[src/core/sppw_defs.vh]
/*
  constants of the port-protocol wrapper: register map, field
  positions, reset values and mode encodings.
  assumes byte addressing on an 8-bit APB address, one word per register.
*/
`ifndef SPPW_DEFS_VH
`define SPPW_DEFS_VH

// ------------------------------------------------------------
// register offsets
// ------------------------------------------------------------
`define SPPW_OFF_CTRL    8'h00
`define SPPW_OFF_ADDEND  8'h04
`define SPPW_OFF_OFSLO   8'h08
`define SPPW_OFF_OFSHI   8'h0C
`define SPPW_OFF_STATUS  8'h10
`define SPPW_OFF_RESULT  8'h14
`define SPPW_OFF_CALLS   8'h18

// ------------------------------------------------------------
// control register fields and reset value
// ------------------------------------------------------------
`define SPPW_CTL_W       15
`define SPPW_CTL_MODE    1:0
`define SPPW_CTL_ASTY    4:2
`define SPPW_CTL_BSTY    7:5
`define SPPW_CTL_AREG    8
`define SPPW_CTL_BREG    9
`define SPPW_CTL_SREG    11:10
`define SPPW_CTL_A64     12
`define SPPW_CTL_OFS     14:13
`define SPPW_CTRL_RST    15'h0C01

// ------------------------------------------------------------
// block control modes
// ------------------------------------------------------------
`define SPPW_CM_NONE     2'h0
`define SPPW_CM_HS       2'h1
`define SPPW_CM_CHAIN    2'h2

// ------------------------------------------------------------
// argument port styles
// ------------------------------------------------------------
`define SPPW_ST_PLAIN    3'h0
`define SPPW_ST_STEADY   3'h1
`define SPPW_ST_VALID    3'h2
`define SPPW_ST_ACK      3'h3
`define SPPW_ST_HS       3'h4
`define SPPW_ST_OVLD     3'h5
`define SPPW_ST_QUEUE    3'h6

// ------------------------------------------------------------
// stream register placement and offset sources
// ------------------------------------------------------------
`define SPPW_SR_FWD      2'h1
`define SPPW_SR_REV      2'h2
`define SPPW_SR_BOTH     2'h3
`define SPPW_OS_OFF      2'h0
`define SPPW_OS_DIRECT   2'h1
`define SPPW_OS_SLAVE    2'h2

// ------------------------------------------------------------
// widths
// ------------------------------------------------------------
`define SPPW_RAM_AW      8
`define SPPW_RAM_BUS_W   42

`endif

[src/core/sppw_core.v]
/*
  port-protocol wrapper around a small function: result = a + mem[a]
  + addend, written back to memory and to the output argument, plus an
  independent stream path adding the same addend.
  assumes an APB master on the same clock, and upstream, downstream and
  memory logic on the same clock, so no input synchronisers are needed.
*/
// The implementer's own choices: the APB slave port and the placing of the registers.
// Summary of operation
// - plain style is a bare data port
// - valid style adds companion valid signal
// - acknowledge style adds companion acknowledge signal
// - handshake style carries valid and acknowledge
// - output-valid only on outputs, inputs plain
// - queue style uses active-low empty, full
// - queue style only on one-way arguments
// - discrete memory port, separate address, data, control
// - bundled memory port as one interface
// - stream port uses data, valid, ready
// - master address 32 or 64 bits wide
// - offset none, direct port, or register
// - all slave registers share one port
// - slave port runs on system clock
// - start, idle, done, ready block control
// - chained control adds continue from downstream
// - no-control mode drops block control ports; here the ports stay, idle, done and ready held low, start ignored
// - register option holds data to call end
// - stream registered forward, reverse or both
// - stream side channel registered with data
`timescale 1ns/1ns
`include "sppw_defs.vh"

module sppw_core (
   input  wire        clock,
   input  wire        rst_n,
   input  wire        psel,
   input  wire        penable,
   input  wire        pwrite,
   input  wire [7:0]  paddr,
   input  wire [31:0] pwdata,
   output wire [31:0] prdata,
   output wire        pready,
   output wire        pslverr,
   input  wire        start,
   input  wire        continueIn,
   output wire        idle,
   output wire        done,
   output wire        ready,
   input  wire [31:0] argAData,
   input  wire        argAValid,
   output wire        argAAck,
   input  wire        argAEmptyN,
   output wire        argARead,
   output wire [31:0] argBData,
   output wire        argBValid,
   input  wire        argBAck,
   input  wire        argBFullN,
   output wire        argBWrite,
   output wire [7:0]  ramAddr,
   output wire        ramCe,
   output wire        ramWe,
   output wire [31:0] ramWData,
   input  wire [31:0] ramRData,
   output wire [41:0] ramBus,
   input  wire [63:0] offsetIn,
   output wire [63:0] mstAddr,
   input  wire [31:0] sTdata,
   input  wire        sTlast,
   input  wire        sTvalid,
   output wire        sTready,
   output wire [31:0] mTdata,
   output wire        mTlast,
   output wire        mTvalid,
   input  wire        mTready
);

// ------------------------------------------------------------
// states
// ------------------------------------------------------------
localparam S_IDLE = 3'h0;
localparam S_READ = 3'h1;
localparam S_MEM  = 3'h2;
localparam S_CALC = 3'h3;
localparam S_WRB  = 3'h4;
localparam S_FIN  = 3'h5;

// ------------------------------------------------------------
// declarations
// ------------------------------------------------------------
reg  [`SPPW_CTL_W-1:0]  ctrl_q;
reg  [31:0]             addend_q;
reg  [31:0]             ofsLo_q;
reg  [31:0]             ofsHi_q;
reg  [31:0]             prdata_q;
reg  [2:0]              state_q;
reg  [31:0]             aHold_q;
reg  [31:0]             result_q;
reg  [31:0]             bData_q;
reg                     bValid_q;
reg  [`SPPW_RAM_AW-1:0] ramAddr_q;
reg                     ramCe_q;
reg                     ramWe_q;
reg  [31:0]             ramWData_q;
reg  [63:0]             mstAddr_q;
reg  [31:0]             calls_q;
reg                     mainV_q;
reg  [31:0]             mainD_q;
reg                     mainL_q;
reg                     skidV_q;
reg  [31:0]             skidD_q;
reg                     skidL_q;
reg  [31:0]             rdMux;
reg                     mapped;
reg                     aTake;
reg                     bDone;
reg  [63:0]             ofsBase;

wire [1:0]  ctlMode  = ctrl_q[`SPPW_CTL_MODE];
wire [2:0]  aStyle   = ctrl_q[`SPPW_CTL_ASTY];
wire [2:0]  bStyle   = ctrl_q[`SPPW_CTL_BSTY];
wire [1:0]  sMode    = ctrl_q[`SPPW_CTL_SREG];
wire        apbSetup = psel & ~penable;
wire        apbWr    = psel & penable & pwrite;
wire        hasCtl   = (ctlMode != `SPPW_CM_NONE);
wire        isChain  = (ctlMode == `SPPW_CM_CHAIN);
wire        inRead   = (state_q == S_READ);
wire        inWrb    = (state_q == S_WRB);

// ------------------------------------------------------------
// APB slave: one port for all registers, on the system clock
// ------------------------------------------------------------
// zero wait states; read data is loaded in the setup cycle
always @* begin
   mapped = 1'h1;
   case (paddr)
      `SPPW_OFF_CTRL:   rdMux = {17'h0_0000, ctrl_q};
      `SPPW_OFF_ADDEND: rdMux = addend_q;
      `SPPW_OFF_OFSLO:  rdMux = ofsLo_q;
      `SPPW_OFF_OFSHI:  rdMux = ofsHi_q;
      `SPPW_OFF_STATUS: rdMux = {29'h0000_0000, state_q};
      `SPPW_OFF_RESULT: rdMux = result_q;
      `SPPW_OFF_CALLS:  rdMux = calls_q;
      default: begin
         rdMux  = 32'h0000_0000;
         mapped = 1'h0;
      end
   endcase
end

assign prdata  = prdata_q;
assign pready  = 1'h1;
assign pslverr = psel & penable & ~mapped;

always @(posedge clock or negedge rst_n) begin
   if (!rst_n) begin
      prdata_q <= 32'h0000_0000;
      ctrl_q   <= `SPPW_CTRL_RST;
      addend_q <= 32'h0000_0000;
      ofsLo_q  <= 32'h0000_0000;
      ofsHi_q  <= 32'h0000_0000;
   end else begin
      if (apbSetup) begin
         prdata_q <= rdMux;
      end
      if (apbWr) begin
         case (paddr)
            `SPPW_OFF_CTRL:   ctrl_q   <= pwdata[`SPPW_CTL_W-1:0];
            `SPPW_OFF_ADDEND: addend_q <= pwdata;
            `SPPW_OFF_OFSLO:  ofsLo_q  <= pwdata;
            `SPPW_OFF_OFSHI:  ofsHi_q  <= pwdata;
            default: begin
            end
         endcase
      end
   end
end

// ------------------------------------------------------------
// argument a: acceptance per style
// ------------------------------------------------------------
// output-valid is an output-only style, so on a treats as plain
always @* begin
   case (aStyle)
      `SPPW_ST_VALID: aTake = argAValid;
      `SPPW_ST_HS:    aTake = argAValid;
      `SPPW_ST_QUEUE: aTake = argAEmptyN;
      `SPPW_ST_ACK:   aTake = 1'h1;
      `SPPW_ST_OVLD:  aTake = 1'h1;
      default:        aTake = 1'h1;
   endcase
end

// ack confirms the read; on handshake it rises with valid
assign argAAck  = inRead & ((aStyle == `SPPW_ST_ACK) |
                  ((aStyle == `SPPW_ST_HS) & argAValid));
// queue read only on an input argument, never both ways
assign argARead = inRead & (aStyle == `SPPW_ST_QUEUE) &
                  argAEmptyN;

// a steady source needs no capture register
wire        aRegd = ctrl_q[`SPPW_CTL_AREG] &
                    (aStyle != `SPPW_ST_STEADY);
wire [31:0] aUse  = aRegd ? aHold_q : argAData;
wire [31:0] sum   = aUse + ramRData + addend_q;

// ------------------------------------------------------------
// argument b: completion per style
// ------------------------------------------------------------
always @* begin
   case (bStyle)
      `SPPW_ST_ACK:   bDone = argBAck;
      `SPPW_ST_HS:    bDone = argBAck;
      `SPPW_ST_QUEUE: bDone = argBFullN;
      default:        bDone = 1'h1;
   endcase
end

assign argBData  = bData_q;
assign argBValid = bValid_q;
assign argBWrite = inWrb & (bStyle == `SPPW_ST_QUEUE) &
                   argBFullN;

// ------------------------------------------------------------
// master address: width and offset source
// ------------------------------------------------------------
always @* begin
   case (ctrl_q[`SPPW_CTL_OFS])
      `SPPW_OS_DIRECT: ofsBase = offsetIn;
      `SPPW_OS_SLAVE:  ofsBase = {ofsHi_q, ofsLo_q};
      default:         ofsBase = 64'h0000_0000_0000_0000;
   endcase
end

wire [63:0] wordAddr = ofsBase + {30'h0000_0000, aUse, 2'h0};
wire [63:0] nextMst  = ctrl_q[`SPPW_CTL_A64] ? wordAddr :
                       {32'h0000_0000, wordAddr[31:0]};
assign mstAddr = mstAddr_q;

// ------------------------------------------------------------
// memory port, discrete and bundled views of the same signals
// ------------------------------------------------------------
assign ramAddr  = ramAddr_q;
assign ramCe    = ramCe_q;
assign ramWe    = ramWe_q;
assign ramWData = ramWData_q;
assign ramBus   = {ramCe_q, ramWe_q, ramAddr_q, ramWData_q};

// ------------------------------------------------------------
// block control outputs
// ------------------------------------------------------------
// in no-control mode these stay low and start is ignored
assign idle  = hasCtl & (state_q == S_IDLE);
assign ready = hasCtl & inRead & aTake;
assign done  = hasCtl & (state_q == S_FIN);

// ------------------------------------------------------------
// call sequencer
// ------------------------------------------------------------
always @(posedge clock or negedge rst_n) begin
   if (!rst_n) begin
      state_q    <= S_IDLE;
      aHold_q    <= 32'h0000_0000;
      result_q   <= 32'h0000_0000;
      bData_q    <= 32'h0000_0000;
      bValid_q   <= 1'h0;
      ramAddr_q  <= {`SPPW_RAM_AW{1'h0}};
      ramCe_q    <= 1'h0;
      ramWe_q    <= 1'h0;
      ramWData_q <= 32'h0000_0000;
      mstAddr_q  <= 64'h0000_0000_0000_0000;
      calls_q    <= 32'h0000_0000;
   end else begin
      case (state_q)
         S_IDLE: begin
            // unregistered output returns to zero between calls
            if (!ctrl_q[`SPPW_CTL_BREG]) begin
               bData_q <= 32'h0000_0000;
            end
            // start is a level; the caller keeps it up until ready
            if (!hasCtl || start) begin
               state_q <= S_READ;
            end
         end
         S_READ: begin
            if (aTake) begin
               aHold_q   <= argAData;
               ramAddr_q <= argAData[`SPPW_RAM_AW-1:0];
               ramCe_q   <= 1'h1;
               ramWe_q   <= 1'h0;
               state_q   <= S_MEM;
            end
         end
         S_MEM: begin
            // memory samples the read here; data arrives next cycle
            ramCe_q <= 1'h0;
            state_q <= S_CALC;
         end
         S_CALC: begin
            result_q   <= sum;
            bData_q    <= sum;
            ramCe_q    <= 1'h1;
            ramWe_q    <= 1'h1;
            ramWData_q <= sum;
            mstAddr_q  <= nextMst;
            bValid_q   <= (bStyle == `SPPW_ST_VALID) |
                          (bStyle == `SPPW_ST_OVLD)  |
                          (bStyle == `SPPW_ST_HS);
            state_q    <= S_WRB;
         end
         S_WRB: begin
            ramCe_q <= 1'h0;
            ramWe_q <= 1'h0;
            if (bDone) begin
               bValid_q <= 1'h0;
               calls_q  <= calls_q + 32'h0000_0001;
               state_q  <= S_FIN;
            end
         end
         S_FIN: begin
            // chained control holds done until downstream continues
            if (!isChain || continueIn) begin
               state_q <= S_IDLE;
            end
         end
         default: begin
            state_q <= S_IDLE;
         end
      endcase
   end
end

// ------------------------------------------------------------
// stream path: data plus addend, last travels with the data
// ------------------------------------------------------------
// change the placement only while the stream is empty; words held
// in one placement are not carried over to another
wire        revMode = (sMode == `SPPW_SR_REV);
wire        fwdMode = (sMode == `SPPW_SR_FWD);
wire [31:0] sSum    = sTdata + addend_q;
wire        sIn     = sTvalid & sTready;
wire        mainPop = mainV_q & mTready;

assign sTready = fwdMode ? (~mainV_q | mTready) : ~skidV_q;
assign mTvalid = revMode ? (skidV_q | sTvalid) : mainV_q;
assign mTdata  = revMode ? (skidV_q ? skidD_q : sSum) : mainD_q;
assign mTlast  = revMode ? (skidV_q ? skidL_q : sTlast) : mainL_q;

always @(posedge clock or negedge rst_n) begin
   if (!rst_n) begin
      mainV_q <= 1'h0;
      mainD_q <= 32'h0000_0000;
      mainL_q <= 1'h0;
      skidV_q <= 1'h0;
      skidD_q <= 32'h0000_0000;
      skidL_q <= 1'h0;
   end else if (revMode) begin
      // only the ready path is registered; skid catches one word
      if (skidV_q && mTready) begin
         skidV_q <= 1'h0;
      end else if (sIn && !mTready) begin
         skidV_q <= 1'h1;
         skidD_q <= sSum;
         skidL_q <= sTlast;
      end
   end else begin
      if (mainPop) begin
         if (skidV_q) begin
            mainD_q <= skidD_q;
            mainL_q <= skidL_q;
            skidV_q <= 1'h0;
         end else if (sIn) begin
            mainD_q <= sSum;
            mainL_q <= sTlast;
         end else begin
            mainV_q <= 1'h0;
         end
      end else if (sIn) begin
         if (!mainV_q) begin
            mainV_q <= 1'h1;
            mainD_q <= sSum;
            mainL_q <= sTlast;
         end else begin
            skidV_q <= 1'h1;
            skidD_q <= sSum;
            skidL_q <= sTlast;
         end
      end
   end
end

endmodule // sppw_core

[config.mk]
export PLATFORM = sky130hd
export DESIGN_NAME = sppw_core
export DESIGN_NICKNAME = d
export VERILOG_FILES = /design/src/core/sppw_core.v
export VERILOG_INCLUDE_DIRS = /design/src /design/src/core
export SDC_FILE = /design/constraint.sdc
export NUM_CORES = 1
export LEC_CHECK = 0
export BUFFER_PORTS_ARGS = -buffer_cell sky130_fd_sc_hd__buf_2
export CAP_MARGIN = 20
export CORE_ASPECT_RATIO = 1.5
export CORE_MARGIN = 2
export CORE_UTILIZATION = 45
export CTS_CLUSTER_DIAMETER = 150
export CTS_CLUSTER_SIZE = 10
export DETAILED_ROUTE_END_ITERATION = 16
export HOLD_SLACK_MARGIN = 0.15
export MAX_ROUTING_LAYER = met4
export PLACE_DENSITY = 0.67
export SYNTH_ARGS = -nofsm -noshare
export SYNTH_HDL_FRONTEND = slang
export SYNTH_SLANG_ARGS = --single-unit
[constraint.sdc]
create_clock -name clock -period 6.6 [get_ports clock]
set_clock_uncertainty 0.1 [all_clocks]
set_input_delay 0.66 -clock clock [delete_from_list [all_inputs] [get_ports clock]]
set_output_delay 0.66 -clock clock [all_outputs]
set_load 0.01 [all_outputs]
==> out/metrics.cfg <==
[place]
hpwl_um = 75500
io_buffers = 468
place_congestion = 0.954

[pwr]
seqPwrFrac = 0.405
switchingPower_uw = 3560
swShare = 0.388
leakage_uw = 0.0144
power.density_nw_per_um2 = 311
peakVddDrop_mv = 0.436
power.share.clock = 0.260
finalPower_uw = 9180
comb_power_share = 0.335
intPower_uw = 5610

[timing]
rsz0062_at_grt = no
period_share = 0.787
drv_slew = 0
tightestPinTransition_ps = 1090
setup_violations = 0
fmax_mhz = 192
period_needed_ps = 5190
slew_headroom = 0.276
final_hold_viol_count = 0
fin_tns_setup_ps = 0

[route]
ant_nets = 0
avgViaCountPerCell = 5.92
routed_wl_um = 97600
drc_errors = 0
drt_pre_antenna_iters = 6
routedWlPerCell_um = 25.2
vias = 23000
drt-initial-drc-count = 1565

[floorplan]
pin_count = 470
initial_core_util = 0.456
num_rows = 106
core_um2 = 55800
die-area_um2 = 58500
die_h_um = 295
die_w_um = 198

[cts]
cts_resized = 0
cts_tree = yes
cts_buffers = 46
cts_setup_buffers = 0
clock_tree.root_cell = clkbuf_16
clock-sinks = 409
htreeDepth = 2
clk_latency_ps = 600
hold_buffers = 1
cts_buffer_depth = 3
clk_pin_slew_ps = 60

[final_layout]
multiInputGateArea_um2 = 14200
area_growth_pct = 15.9
drive_above_1_share = 0.257
register_area_um2 = 10200
fill_cells = 5202
nNetsFinal = 3419
utilization = 0.528

[setup_path]
critPathMaxFanout = 28
cp_data_arrival_time_ps = 5620
cp-start-kind = register
endpoint_kind = register
critical_path_class = register to register
critPathRequiredTime_ps = 7030

[logic_synthesis]
syn_inst = 2730
synth_top_area_frac = 0.399
ys.flop_type = dfrtp_1
yosys_warnings = 0
synth_common_cells = nand2_1 (510), dfrtp_1 (406), mux2_2 (182)
ys_types = 98
synth-edff-count = 0
async_reset_ff_frac = 1.00
syn_nets = 3074
synthesis.area_um2 = 25400
avgSynthCellArea_um2 = 9.32
synthTopCellsByArea = dfrtp_1 (40%), mux2_2 (8.1%), nand2_1 (7.5%), ha_1 (4.7%), a22oi_1 (3.2%)
synth-seq-area-share = 0.402
post-synth-top-area-cell = dfrtp_1
yosysMostFrequentCell = nand2_1
ys_ff_latch = 409

[flow_run]
drv_cap = 0

[global_route]
antenna_found_initial = 19
grt_pass1_vias = 22900
grt_overflow_total = 0
grt_max_degree = 153
grt_pass1_wl_um = 144000
globalRouteTotalUtil = 0.340

[worst_hold_path]
min_path_type = input port to register

[run_status]
outcome = complete, no violations

## critical path, stage by stage (launching register included)
cell	delay, ps
dfrtp_1	410
inv_1	140
nand2_1	100
o21ai_4	330
buf_4	460
mux2_2	420
fa_1	440
ha_1	380
o21ai_0	180
o311a_1	430
o31ai_1	520
a21oi_1	330
o41ai_1	470
xor2_1	200
nand2_1	90
nand2_1	100
## power groups by stage
stage / Clock, µW / Combinational (µW) / Sequential, µW
2_1_floorplan: 0 / 1930 / 3620
3_3_place_gp: 0 / 2980 / 3730
3_5_place_dp: 0 / 3060 / 3750
4_1_cts: 2420 / 3070 / 3720
5_1_grt: 2520 / 3360 / 3790
6_report: 2390 / 3070 / 3720
## layout by cell type, fill, tap and decap left out, drive strengths merged, types with 8 or more instances in the layout
master   count
a222oi       8
o31ai       10
mux2i       14
ha          96
a22o         8
clkbuf      66
a21o        66
buf        500
nor2       181
nor2b       15
a21oi      129
a221oi      25
and2        10
o211ai      17
o2111ai      9
nand3       41
nor4         8
nand2      511
diode       25
a211oi      18
or3         11
nor3b        9
a22oi      108
o21a        24
nand2b      14
o21ai      182
o21bai      12
xnor2       64
mux2       183
a31oi       38
nor3        42
dfrtp      406
xor2        78
inv         25
nand4       25
fa          34
and3        24
## layer usage
metal  share of wire  GRT usage  vias up
met5               0          -        -
met2            0.50      0.568      935
met4           0.056      0.178        0
met1            0.38      0.394    11400
met3           0.064     0.0526      212
li1                -          -    10400
## per-stage QoR
| stage | hold WS, ps | worst slack, ps | instance area [µm²] | std cells |
|---|---|---|---|---|
| 2_1_floorplan | 264 | 2030 | 25400 | 2730 |
| 3_3_place_gp | 356 | 1550 | 28000 | 3779 |
| 3_5_place_dp | 357 | 1490 | 28100 | 3781 |
| 4_1_cts | 168 | 1470 | 29400 | 3850 |
| 5_1_grt | 199 | 1060 | 29500 | 3869 |
| 6_report | 193 | 1410 | 29500 | 3876 |
## registers in the layout, summed over array words and instances (netlist names), 15 cells and up
| name | cells |
|---|---|
| mstAddr | 64 |
| ofsHi_q | 32 |
| calls_q | 32 |
| skidD_q | 32 |
| ramWData | 32 |
| prdata | 32 |
| aHold_q | 32 |
| argBData | 32 |
| ctrl_q | 15 |
| ofsLo_q | 32 |
| mainD_q | 32 |
| addend_q | 32 |
## final cells by class
type / instances / area share
Antenna cell: 25 / 0.00212
Sequential cell: 409 / 0.347
Inverter: 25 / 0.00318
Multi-Input combinational cell: 2092 / 0.481
Clock inverter: 2 / 0.00204
Tap cell: 756 / 0.0321
Clock buffer: 66 / 0.0423
Timing Repair Buffer: 501 / 0.0906
## cells by family (layout without fill, tap and decap cells)
family	count (synthesis)	after routing	share of synthesized area
buf+inv	229	594	0.0433
other cells	1	26	0.000147
flops	409	409	0.402
compound gates	702	702	0.185
mux	197	197	0.0866
fa+ha+maj	130	130	0.0740
simple gates	920	920	0.159
xor+xnor	142	142	0.0492
## worst paths after layout
check / start / endpoint / slack, ps / cells past startpoint
min in group asynchronous: rst_n / skidD_q[3] / 500 / 2
max in group asynchronous: rst_n / prdata[0] / 4550 / 3
hold reg to reg: mstAddr[2] / mstAddr[2] / 370 / 2
setup / recovery: ctrl_q[4] / argBData[29] / 1410 / 15
setup reg to reg: ctrl_q[4] / argBData[29] / 1410 / 15
hold / removal: sTlast / skidL_q / 190 / 3
Note: power is estimated with default switching activity, not from simulation.
